--- config.mk ---
export PLATFORM = sky130hd
export DESIGN_NAME = adc_spi_port
export DESIGN_NICKNAME = d
export VERILOG_FILES = /design/src/inc/adc_spi_pkg.sv /design/src/adc_spi_port.sv
export SDC_FILE = /design/constraint.sdc
export NUM_CORES = 1
export LEC_CHECK = 0
export BUFFER_PORTS_ARGS = -buffer_cell sky130_fd_sc_hd__buf_2
export CAP_MARGIN = 20
export CORE_MARGIN = 4
export CORE_UTILIZATION = 51
export DETAILED_ROUTE_END_ITERATION = 16
export PLACE_DENSITY = 0.75
export SLEW_MARGIN = 20
export SYNTH_ARGS = -nofsm -noshare
export SYNTH_HDL_FRONTEND = slang
export SYNTH_SLANG_ARGS = --single-unit
export TNS_END_PERCENT = 30
--- constraint.sdc ---
create_clock -name clock -period 5 [get_ports clock]
set_input_delay 0.75 -clock clock [delete_from_list [all_inputs] [get_ports clock]]
set_output_delay 0.75 -clock clock [all_outputs]
set_load 0.05 [all_outputs]
--- src/inc/adc_spi_pkg.sv ---
// ===========================================================================
// Purpose: Shared constants, types and check-byte function for the ADC SPI port
// Assumes: Commands are two bytes, optional trailing check byte
// Notes:   Check byte is CRC-8 over x^8+x^2+x+1 with the first byte inverted
// ===========================================================================
package adc_spi_pkg;

  // ==========================================================================
  // Command encoding
  localparam logic [1:0] CMD_READ = 2'h1;
  localparam logic [1:0] CMD_WRITE = 2'h2;
  localparam logic [7:0] PAD_BYTE = 8'h00;
  localparam logic [7:0] NOP_CHECK = 8'hd7;

  // ==========================================================================
  // Check byte
  localparam logic [7:0] CRC_POLY = 8'h07;
  localparam logic [7:0] CRC_INIT = 8'hff;

  // ==========================================================================
  // Frame sizes and edge counts
  localparam logic [5:0] CMD_BITS = 6'h10;
  localparam logic [5:0] CMD_CHECK_BITS = 6'h18;
  localparam logic [5:0] FRAME_BITS_16 = 6'h10;
  localparam logic [5:0] FRAME_BITS_24 = 6'h18;
  localparam logic [5:0] FRAME_BITS_32 = 6'h20;
  localparam logic [5:0] MSB_EDGE_PLAIN = 6'h08;
  localparam logic [5:0] MSB_EDGE_HEADER = 6'h10;

  // ==========================================================================
  // Status header fields and reset values
  localparam int ERR_BIT = 6;
  localparam int NEW_BIT = 0;
  localparam logic CONV_READY_N_RST = 1'b1;

  // ==========================================================================
  // Conversion control modes
  localparam logic [1:0] MODE_SYNC = 2'h0;
  localparam logic [1:0] MODE_START_STOP = 2'h1;
  localparam logic [1:0] MODE_ONE_SHOT = 2'h2;

  // Frame sequencing, one-hot
  typedef enum logic [2:0] {
    FS_IDLE = 3'b001,
    FS_SHIFT = 3'b010,
    FS_CLOSE = 3'b100
  } frame_state_e;

  // Pins driven by the host
  typedef struct packed {
    logic cs_n;
    logic sclk;
    logic sdi;
  } spi_pins_s;

  // Register write request toward the register file
  typedef struct packed {
    logic en;
    logic [3:0] addr;
    logic [7:0] data;
  } reg_write_s;

  // One byte step of the check code
  function automatic logic [7:0] crc8_step(input logic [7:0] crc, input logic [7:0] b);
    logic [7:0] c;
    c = crc ^ b;
    for (int i = 0; i < 8; i++) begin
      c = c[7] ? ({c[6:0], 1'b0} ^ CRC_POLY) : {c[6:0], 1'b0};
    end
    return c;
  endfunction

endpackage

--- src/adc_spi_port.sv ---
// ===========================================================================
// Purpose: Command decode and frame output of a delta-sigma ADC serial port
// Assumes: Host pins arrive asynchronously; clock is far faster than sclk
// Notes:   Register file lives outside; writes leave as a one-cycle request
// Function
// - With checking, the two bytes before the final check byte are the command.
// - No-operation is two zero bytes, check byte D7h when checking.
// - Read command is 40h plus address; second byte arbitrary but checked.
// - Read data is sent in the frame after the read command.
// - Read of an address outside the register range returns 00h.
// - Response is register byte MSB first then one 00h pad byte.
// - Input check covers only the two command bytes, not leading pads.
// - Output check byte covers all bytes before it, header and pads included.
// - Write command is 80h plus address then the data byte, one frame.
// - Writes to addresses outside the register range are ignored.
// - Check mismatch sets error flag; writes blocked except status; writing 1 clears.
// - All-zero input frame with checking fails and sets the error flag.
// - Without command, conversion data shifts out unless previous frame was a read.
// - Conversion result is buffered and may be read repeatedly until replaced.
// - After a read command frame, register byte plus pad replaces conversion data.
// - Ready output goes high at eighth data falling edge except in one-shot mode.
// - Read stopped after MSB byte clears header new bit and raises ready output except in one-shot mode.
// - Before first sclk, dual output holds level if select 0, follows ready if 1.
// - Chip select rise decodes last 16 or 24 bits; high means idle, pin undriven.
// - Output frame is 16, 24 with header or check, 32 with both.
// - Check bytes use polynomial 100000111 with first byte inverted.
// - Outputs change on rising sclk, inputs sampled on falling sclk.
// ===========================================================================
`timescale 1ns/10ps

module adc_spi_port #(
  parameter int REG_COUNT = 15,
  parameter logic [3:0] STATUS_ADDR = 4'h2
) (
  input wire logic clock,
  input wire logic arst_n,
  input wire adc_spi_pkg::spi_pins_s spi_pins,
  input wire logic check_enable,
  input wire logic header_enable,
  input wire logic output_pin_function_select,
  input wire logic [1:0] control_mode,
  input wire logic conv_start,
  input wire logic conv_valid,
  input wire logic [15:0] conv_data,
  input wire logic [7:0] status_in,
  input wire logic [7:0] reg_rdata,
  output logic [3:0] reg_rd_addr,
  output adc_spi_pkg::reg_write_s reg_write,
  output logic command_error,
  output logic conversion_ready_n,
  output logic dual_function_output,
  output logic dual_function_output_oe
);

  // ==========================================================================
  // Parameter checks
  if (REG_COUNT < 1 || REG_COUNT > 16) begin : g_bad_count
    $error("REG_COUNT must lie in 1..16");
  end

  // ==========================================================================
  // Synchronisers: stage one feeds stage two only
  logic [2:0] sync1_q;
  logic [2:0] sync2_q;
  logic cs_prev_q;
  logic sclk_prev_q;
  logic cs_n_s;
  logic sclk_s;
  logic sdi_s;
  logic sclk_rise;
  logic sclk_fall;
  logic cs_fall;
  logic cs_rise;

  // Two flops per host pin
  always_ff @(posedge clock or negedge arst_n) begin
    if (!arst_n) begin
      sync1_q <= 3'h4;
      sync2_q <= 3'h4;
      cs_prev_q <= 1'b1;
      sclk_prev_q <= 1'b0;
    end else begin
      sync1_q <= {spi_pins.cs_n, spi_pins.sclk, spi_pins.sdi};
      sync2_q <= sync1_q;
      cs_prev_q <= sync2_q[2];
      sclk_prev_q <= sync2_q[1];
    end
  end

  // Edge detection on synchronised pins
  assign cs_n_s = sync2_q[2];
  assign sclk_s = sync2_q[1];
  assign sdi_s = sync2_q[0];
  assign sclk_rise = !cs_n_s && sclk_s && !sclk_prev_q;
  assign sclk_fall = !cs_n_s && !sclk_s && sclk_prev_q;
  assign cs_fall = !cs_n_s && cs_prev_q;
  assign cs_rise = cs_n_s && !cs_prev_q;

  // ==========================================================================
  // Frame sequencing
  adc_spi_pkg::frame_state_e state_q;

  // Idle while deselected, shift while selected, one close cycle after
  always_ff @(posedge clock or negedge arst_n) begin
    if (!arst_n) begin
      state_q <= adc_spi_pkg::FS_IDLE;
    end else begin
      case (state_q)
        adc_spi_pkg::FS_IDLE: if (cs_fall) state_q <= adc_spi_pkg::FS_SHIFT;
        adc_spi_pkg::FS_SHIFT: if (cs_rise) state_q <= adc_spi_pkg::FS_CLOSE;
        adc_spi_pkg::FS_CLOSE: state_q <= cs_n_s ? adc_spi_pkg::FS_IDLE : adc_spi_pkg::FS_SHIFT;
        default: state_q <= adc_spi_pkg::FS_IDLE;
      endcase
    end
  end

  // ==========================================================================
  // Input shifter
  logic [23:0] in_shift_q;
  logic [5:0] fall_cnt_q;

  // Sample on falling sclk, count edges, saturating
  always_ff @(posedge clock or negedge arst_n) begin
    if (!arst_n) begin
      in_shift_q <= 24'h00_0000;
      fall_cnt_q <= 6'h00;
    end else if (cs_fall) begin
      fall_cnt_q <= 6'h00;
    end else if (sclk_fall) begin
      in_shift_q <= {in_shift_q[22:0], sdi_s};
      if (fall_cnt_q != 6'h3f) begin
        fall_cnt_q <= fall_cnt_q + 6'h01;
      end
    end
  end

  // ==========================================================================
  // Command decode at frame end
  logic [15:0] cmd;
  logic enough_bits;
  logic check_bad;
  logic addr_ok;
  logic frame_end;
  logic do_write;
  logic do_read;
  logic err_clear;

  // Pick the last two command bytes and test the check byte
  always_comb begin
    if (check_enable) begin
      cmd = in_shift_q[23:8];
      enough_bits = fall_cnt_q >= adc_spi_pkg::CMD_CHECK_BITS;
    end else begin
      cmd = in_shift_q[15:0];
      enough_bits = fall_cnt_q >= adc_spi_pkg::CMD_BITS;
    end
    // Pads ahead of the command never enter the code
    check_bad = check_enable && (adc_spi_pkg::crc8_step(adc_spi_pkg::crc8_step(adc_spi_pkg::CRC_INIT,
                cmd[15:8]), cmd[7:0]) != in_shift_q[7:0]);
  end

  assign addr_ok = {1'b0, cmd[11:8]} < 5'(REG_COUNT);
  assign frame_end = cs_rise && state_q == adc_spi_pkg::FS_SHIFT && enough_bits;
  assign do_read = frame_end && !check_bad && cmd[15:14] == adc_spi_pkg::CMD_READ;
  assign do_write = frame_end && !check_bad && cmd[15:14] == adc_spi_pkg::CMD_WRITE && addr_ok
                    && (!command_error || cmd[11:8] == STATUS_ADDR);
  assign err_clear = do_write && cmd[11:8] == STATUS_ADDR && cmd[adc_spi_pkg::ERR_BIT];

  // Error flag: a new mismatch wins over a clear
  always_ff @(posedge clock or negedge arst_n) begin
    if (!arst_n) begin
      command_error <= 1'b0;
    end else if (frame_end && check_bad) begin
      command_error <= 1'b1;
    end else if (err_clear) begin
      command_error <= 1'b0;
    end
  end

  // One-cycle write request toward the register file
  always_ff @(posedge clock or negedge arst_n) begin
    if (!arst_n) begin
      reg_write <= '0;
    end else begin
      reg_write.en <= do_write;
      if (do_write) begin
        reg_write.addr <= cmd[11:8];
        reg_write.data <= cmd[7:0];
      end
    end
  end

  // ==========================================================================
  // Read response tracking
  logic rd_pending_q;
  logic [7:0] rd_byte_q;

  // A read arms the next frame; any other closed frame disarms it
  always_ff @(posedge clock or negedge arst_n) begin
    if (!arst_n) begin
      rd_pending_q <= 1'b0;
      reg_rd_addr <= 4'h0;
    end else if (cs_rise) begin
      rd_pending_q <= do_read;
      if (do_read) begin
        reg_rd_addr <= cmd[11:8];
      end
    end
  end

  // Register byte captured while deselected
  always_ff @(posedge clock or negedge arst_n) begin
    if (!arst_n) begin
      rd_byte_q <= adc_spi_pkg::PAD_BYTE;
    end else if (cs_n_s && rd_pending_q) begin
      rd_byte_q <= ({1'b0, reg_rd_addr} < 5'(REG_COUNT)) ? reg_rdata : adc_spi_pkg::PAD_BYTE;
    end
  end

  // ==========================================================================
  // Conversion buffer and ready indication
  logic [15:0] conv_buf_q;
  logic new_data_q;
  logic conv_frame_q;
  logic msb_done;

  // Result held until the next one replaces it
  always_ff @(posedge clock or negedge arst_n) begin
    if (!arst_n) begin
      conv_buf_q <= 16'h0000;
    end else if (conv_valid) begin
      conv_buf_q <= conv_data;
    end
  end

  // Last falling edge of the most significant data byte
  assign msb_done = sclk_fall && conv_frame_q && fall_cnt_q + 6'h01 ==
                    (header_enable ? adc_spi_pkg::MSB_EDGE_HEADER : adc_spi_pkg::MSB_EDGE_PLAIN);

  // Header new bit: a fresh result wins over the read attempt
  always_ff @(posedge clock or negedge arst_n) begin
    if (!arst_n) begin
      new_data_q <= 1'b0;
    end else if (conv_valid) begin
      new_data_q <= 1'b1;
    end else if (msb_done) begin
      new_data_q <= 1'b0;
    end
  end

  // Ready output falls on a result, rises on start or, outside one-shot mode, on the data read
  always_ff @(posedge clock or negedge arst_n) begin
    if (!arst_n) begin
      conversion_ready_n <= adc_spi_pkg::CONV_READY_N_RST;
    end else if (conv_valid) begin
      conversion_ready_n <= 1'b0;
    end else if (conv_start) begin
      conversion_ready_n <= 1'b1;
    end else if (msb_done && control_mode != adc_spi_pkg::MODE_ONE_SHOT) begin
      conversion_ready_n <= 1'b1;
    end
  end

  // ==========================================================================
  // Output frame build
  logic [15:0] payload;
  logic [7:0] header;
  logic [31:0] frame;
  logic [5:0] frame_len;

  // Assemble left aligned, check byte over every byte before it
  always_comb begin
    payload = rd_pending_q ? {rd_byte_q, adc_spi_pkg::PAD_BYTE} : conv_buf_q;
    header = status_in;
    header[adc_spi_pkg::ERR_BIT] = command_error;
    header[adc_spi_pkg::NEW_BIT] = new_data_q;
    case ({header_enable, check_enable})
      2'b01: begin
        frame = {payload, adc_spi_pkg::crc8_step(adc_spi_pkg::crc8_step(adc_spi_pkg::CRC_INIT, payload[15:8]),
                 payload[7:0]), 8'h00};
        frame_len = adc_spi_pkg::FRAME_BITS_24;
      end
      2'b10: begin
        frame = {header, payload, 8'h00};
        frame_len = adc_spi_pkg::FRAME_BITS_24;
      end
      2'b11: begin
        frame = {header, payload, adc_spi_pkg::crc8_step(adc_spi_pkg::crc8_step(adc_spi_pkg::crc8_step(
                 adc_spi_pkg::CRC_INIT, header), payload[15:8]), payload[7:0])};
        frame_len = adc_spi_pkg::FRAME_BITS_32;
      end
      default: begin
        frame = {payload, 16'h0000};
        frame_len = adc_spi_pkg::FRAME_BITS_16;
      end
    endcase
  end

  // ==========================================================================
  // Output shifter and dual-function pin
  logic [31:0] out_shift_q;
  logic [5:0] out_left_q;
  logic [5:0] len_q;
  logic started_q;

  // Load at selection, shift on rising sclk
  always_ff @(posedge clock or negedge arst_n) begin
    if (!arst_n) begin
      out_shift_q <= 32'h0000_0000;
      out_left_q <= 6'h00;
      len_q <= adc_spi_pkg::FRAME_BITS_16;
      conv_frame_q <= 1'b0;
      started_q <= 1'b0;
    end else if (cs_fall) begin
      out_shift_q <= frame;
      out_left_q <= frame_len;
      len_q <= frame_len;
      conv_frame_q <= !rd_pending_q;
      started_q <= 1'b0;
    end else if (sclk_rise) begin
      started_q <= 1'b1;
      if (out_left_q != 6'h00) begin
        out_shift_q <= {out_shift_q[30:0], 1'b0};
        out_left_q <= out_left_q - 6'h01;
      end
    end
  end

  // Pin level: data during the frame, ready mirror when allowed
  always_ff @(posedge clock or negedge arst_n) begin
    if (!arst_n) begin
      dual_function_output <= 1'b1;
      dual_function_output_oe <= 1'b0;
    end else begin
      dual_function_output_oe <= !cs_n_s;
      if (sclk_rise && out_left_q != 6'h00) begin
        dual_function_output <= out_shift_q[31];
      end else if (!cs_n_s && output_pin_function_select && (!started_q || fall_cnt_q >= len_q)) begin
        dual_function_output <= conversion_ready_n;
      end else if (sclk_rise) begin
        dual_function_output <= 1'b0;
      end
    end
  end
endmodule // adc_spi_port

---- Word-level counts from Yosys, hierarchy flattened ----
Index checks and enable logic that the tools add are counted.
word-level totals
  flip-flop bits (word level) ............. 134
  bits in latches ......................... 0
  bits in writable memories ............... 0
  ROM bits ................................ 0
  input bits .............................. 44
  output and inout port bits .............. 21
  logic and storage cells ................. 247
  memories kept ........................... 0
operators by class
  add/subtract/negate cells ............... 2
  multipliers ............................. 0
  div/mod/pow operators ................... 0
  magnitude comparators ................... 5
  eq/ne operators ......................... 15
  shifts and indexed selects .............. 0
  multiplexer cells ....................... 88
  bitwise logic cells ..................... 64
  reduce and logical (&&, ||, !) cells .... 49
operators with widths
  cell                 number
  $mux 3               58
  $not 3->3            56
  $mux 32              3
  $pmux 32 s3          1
  $mux 6               6
  $mux 16              2
  $xor 8x8->8          4
  $logic_and 1x1->1    24
  $not 8->8            3
  $mux 1               13
  $ge 6x5->1 const B   2
  $pmux 6 s2           1
  $reduce_bool 2->1    6
  $reduce_and 2->1     5
  $pmux 3 s3           1
  $logic_not 1->1      8
  $lt 4x4->1 const B   2
  $mux 8               1
  $ne 8x8->1           1
  $add 6x1->6 const B  1
  $eq 2x2->1 const B   3
  $eq 6x5->1           1
  $ge 6x6->1           1
  $ne 2x2->1 const B   3
  other kinds (14)     17

---- Longest topological paths before layout ----
  word-level depth ........................ 53
  gate-level depth with buffers ........... 17
  gate-level depth less buffers ........... 12

---- Worst setup path after synthesis ----
Ideal clock, no wire load.
  path kind ............................... in2reg
  from .................................... in check_enable
  to ...................................... reg reg_write[10] in the netlist's numbering
  setup time .............................. 0.131 ns
  arrival time ............................ 4.435 ns
  required time ........................... 4.869 ns
  slack ................................... 0.434 ns
  stages .................................. 17
  path buffers ............................ 6
  cells stage by stage .................... buf_4 buf_2 clkbuf_1 buf_1 mux2i_1 inv_1 ha_1 clkbuf_1 xor2_1 xor3_1 mux2i_1 xor2_1 or3_4 a221oi_4 and3_1 buf_4 o21ai_0
on the way
  word-level cells in the longest chain between the ends .. 20
  elaborated cells between the ends (all ways) .. 48
  classes of those cells .................. 1 x order compare; 3 x eq/ne; 18 x mux; 18 x bitwise; 8 x reduce/logical
RTL lines
  item                                                  line                 RTL
  start: declaration                                    adc_spi_port.sv:38   input wire logic check_enable,
  $mux 16                                               adc_spi_port.sv:150  if (check_enable) begin
  $not 8->8 (no line)                                   --
  $not 3->3 (no line) / $mux 3 (equally long branches)  --
  $mux 3 / $not 3->3 (equally long branches)            --
  $not 3->3 (no line) / $mux 3 (equally long branches)  --
  $mux 3 / $not 3->3 (equally long branches)            --
  $mux 3                                                adc_spi_pkg.sv:68    c = c[7] ? ({c[6:0], 1'b0} ^ CRC_POLY) : {c[6:0], 1'b0};
  $xor 8x8->8                                           adc_spi_pkg.sv:66    c = crc ^ b;
  (+2 left out)                                         --
  $not 3->3 (no line) / $mux 3 (equally long branches)  --
  $mux 3 / $not 3->3 (equally long branches)            --
  $mux 3                                                adc_spi_pkg.sv:68
  $ne 8x8->1                                            adc_spi_port.sv:159  cmd[15:8]), cmd[7:0]) != in_shift_q[7:0]);
  $logic_and 1x1->1                                     adc_spi_port.sv:158  check_bad = check_enable && (adc_spi_pkg::crc8_step(adc_spi_pkg::crc8_step(adc_spi_pkg::CRC_INIT,
  $logic_not 1->1                                       adc_spi_port.sv:165  assign do_write = frame_end && !check_bad && cmd[15:14] == adc_spi_pkg::CMD_WRITE && addr_ok
  $logic_and 1x1->1 (3 in series)                       adc_spi_port.sv:165
  $logic_and 1x1->1                                     adc_spi_port.sv:166  && (!command_error || cmd[11:8] == STATUS_ADDR);
  end: declaration                                      adc_spi_port.sv:48   output adc_spi_pkg::reg_write_s reg_write,
Parallel ways exist; a longest one is shown, timed or not.
A chain may end at the register's enable or synchronous reset.

---- Final worst setup path ----
  from .................................... in check_enable
  to ...................................... reg reg_write[5] in the netlist's numbering
The elaborated chain is that of the path after synthesis.

==> results.py <==
metrics = {
    "clocking": {
        "clkSinkCount": 131,
        "clkTransAtPathRegs_ns": 0.06,
        "holdBufCountCts": 0,
        "cts_buffer_depth": 2,
        "postCtsResizedCells": 0,
        "cts_max_level": 4,
        "cts_tree": "done",
        "clock_latency_ns": 0.43,
        "numCtsBuffers": 17,
        "cts_setup_buffers": 0,
        "cts.root.buffer_cell": "clkbuf_16",
    },
    "floorplanning": {
        "die_h_um": 135,
        "die_x_um": 135,
        "io_pins": 65,
        "initial_core_util_pct": 51.8,
        "rows": 46,
        "core_area_mm2": 0.0158,
        "dieArea_mm2": 0.0182,
    },
    "sta": {
        "fmax_mhz": 265,
        "tns_ns": 0,
        "grt_setup_unrepaired": "no",
        "tightest_slew_ns": 1.06,
        "finalHoldViolCount": 0,
        "worst_slack_ns": 1.22,
        "max_slew_margin_pct": 28.1,
        "slew_viol_final": 0,
        "finClkSkew_ns": 0.00989,
        "finalSetupViolations": 0,
        "min_period_over_period_pct": 75.6,
        "period_minus_slack_ns": 3.78,
    },
    "min_path": {
        "hp-class": "flip-flop to flip-flop",
        "whs_endpoint": "sync2_q[0]",
        "hp-start": "sync1_q[0]",
        "min_path_cells": 0,
    },
    "yosys": {
        "syn_nets": 888,
        "yosysWarningCount": 0,
        "syn-cell-area_mm2": 0.00819,
        "yosysSeqAreaShare_pct": 40.1,
        "synth_top_area_share_pct": 37.9,
        "synth-async-reset-ratio_pct": 100,
        "ys_types": 54,
        "yosys-top-cells-area": "dfrtp_1 (38%), xnor2_1 (10%), mux2_2 (5.5%)",
        "synth-edff-count": 0,
        "synth_common_cells": "dfrtp_1 (124), xnor2_1 (97), nand2_1 (88)",
        "synth_top_area_cell": "dfrtp_1",
        "dominantRegCellSynth": "dfrtp_1",
        "avgSynthCellArea_um2": 9.91,
        "yosys.cell_count.top_type": "dfrtp_1",
        "ys_ff_latch": 131,
        "synthCells": 827,
    },
    "global_route": {
        "overflow": 0,
        "grt_usage_pct": 21.6,
        "antenna_found_initial": 1,
        "grt_max_degree": 97,
        "grt_pass1_vias": 6074,
        "grt_pass1_wl_mm": 31.1,
    },
    "pwr": {
        "p_seq_share_pct": 37.6,
        "pwr-share-comb_pct": 27.5,
        "switching_power_mw": 1.10,
        "internal_power_mw": 2.41,
        "pwr-share-clk_pct": 34.9,
        "p_leak_nw": 4.18,
        "ir_drop_mv": 0.277,
        "power_density_mw_per_mm2": 381,
        "switching_share_pct": 31.4,
    },
    "critical_path": {
        "path_cells": "buf_2 > mux2i_1 > inv_1 > ha_1 > xor2_1 > xor3_1 > mux2i_1 > xor2_1 > or3_4 > a221oi_4 > buf_4 > and3_1 > o21ai_0",
        "crit_type": "input port to flip-flop",
        "required_ns": 5.28,
        "rr_endpoint": "reg_write[5]",
        "worstSetupStartpointType": "input port",
        "r2r_setup_slack_ns": 1.26,
        "slowest_delay_ns": 0.43,
        "worstSetupEndpointType": "flip-flop",
        "crit_fanout": 19,
        "slowest_stage": "ha_1",
        "r2r_start": "in_shift_q[15]",
        "cp_data_arrival_time_ns": 4.06,
        "reg2regPathDepth": 11,
    },
    "cells_and_area": {
        "stdcell_count": 1096,
        "final.fill_count": 1350,
        "nets": 928,
        "diodes": 0,
        "drive_gt1_share_pct": 18.6,
        "area_delta_synth_final_pct": 12.7,
    },
    "placement": {
        "numPortBuffers": 62,
        "place_inst": 1064,
        "gp_congestion": 0.908,
        "hpwl_mm": 13.2,
        "place_ws_ns": 0.815,
    },
    "job": {
        "cap_violations": 0,
    },
    "drt": {
        "drc": 0,
        "drt_iter0_markers": 455,
        "avgViaCountPerCell": 5.65,
        "vias": 6189,
        "wl_per_cell_um": 17.0,
        "ant_nets": 0,
        "drt_wl_total_mm": 18.6,
        "drtPass1Iterations": 5,
    },
    "run_status": {
        "status": "completed",
    },
}
kinds of logic after synthesis:
family                   Yosys count  share of synthesized area [%]
AO/OA/AOI/OAI                    161                           12.8
XOR/XNOR                         154                           18.6
adder cells (fa/ha/maj)           17                           2.60
buffers and inverters             67                           3.36
flip-flops                       131                           40.1
multiplexers                      77                           10.2
AND/OR/NAND/NOR                  220                           12.3
layout by cell type (no fill, tap or decap), types with 5 or more instances in the layout:
master       n
dfrtp_1    123
xnor2_1     97
nand2_1     88
buf_2       61
nor2_1      57
xor2_1      43
o21ai_0     40
mux2_2      40
mux2i_1     36
a21oi_1     24
a31oi_1     24
and3_1      23
ha_1        17
clkbuf_16   17
inv_1       15
a211oi_1    11
a22oi_1     11
o22ai_1     11
nor2b_1     10
nand3_1     10
buf_4       10
xnor3_1      8
a22o_1       8
dfstp_2      7
a32oi_1      6
nand2b_1     5
area by class of cell:
cell class | instances | area (µm²) | share of cell area [%]
clock buffer | 17 | 425 | 4.61
multi-input combinational | 629 | 4640 | 50.2
sequential | 131 | 3290 | 35.6
tap | 216 | 270 | 2.93
timing repair buffer | 72 | 392 | 4.24
inverter | 16 | 60.1 | 0.651
clock inverter | 15 | 159 | 1.72
critical path: cells and delay by family:
| kind | cells | cell delay [ns] |
|---|---|---|
| AND/OR/NAND/NOR | 2 | 0.76 |
| AO/OA/AOI/OAI | 2 | 0.40 |
| XOR/XNOR | 3 | 0.73 |
| adder cells (fa/ha/maj) | 1 | 0.43 |
| buffers and inverters | 3 | 0.56 |
| multiplexers | 2 | 0.44 |
how the worst max path moves through the flow:
stage                   start             to  slack, ns
3_5_place_dp     check_enable   reg_write[5]       0.82
3_3_place_gp     check_enable   reg_write[8]       0.95
4_1_cts          check_enable   reg_write[5]       1.26
5_1_grt        in_shift_q[15]   reg_write[5]       0.97
2_1_floorplan    check_enable  reg_write[10]       0.43
6_report         check_enable   reg_write[5]       1.22
metrics by stage:
step | power, mW | utilization, % | hold WS [ns] | area [µm²]
after floorplan | 2.10 | - | 0.331 | 8190
after global placement | 2.28 | 54.6 | 0.336 | 8650
after detailed placement | 2.30 | 54.6 | 0.339 | 8650
after CTS | 3.54 | 58.3 | 0.355 | 9230
after global routing | 3.73 | 58.3 | 0.359 | 9230
final | 3.52 | 58.3 | 0.352 | 9230
registers in the layout, summed over array words and instances, names as in the netlist, 3 cells and up:
signal / flops
len_q: 3
reg_write: 13
in_shift_q: 24
sync1_q: 3
fall_cnt_q: 6
out_shift_q: 32
out_left_q: 6
rd_byte_q: 8
conv_buf_q: 16
state_q: 3
reg_rd_addr: 4
sync2_q: 3
metal layers:
layer / part of all wire, % / vias up / global-route usage (%) / routed length [µm]
li1: - / 2960 / - / -
met1: 46 / 3029 / 30.0 / 8510
met2: 47 / 172 / 33.5 / 8680
met3: 5.6 / 26 / 5.48 / 1040
met4: 2.1 / 2 / 6.56 / 383
met5: 0.064 / - / 0 / 12
power by group through the flow:
stage,clock [mW],sequential (mW),combinational [mW]
floorplan,0,1.30,0.791
global placement,0,1.33,0.946
detailed placement,0,1.34,0.967
CTS,1.25,1.32,0.972
global route,1.31,1.34,1.07
finish,1.23,1.32,0.969
Note: power is estimated with default switching activity, not from simulation.
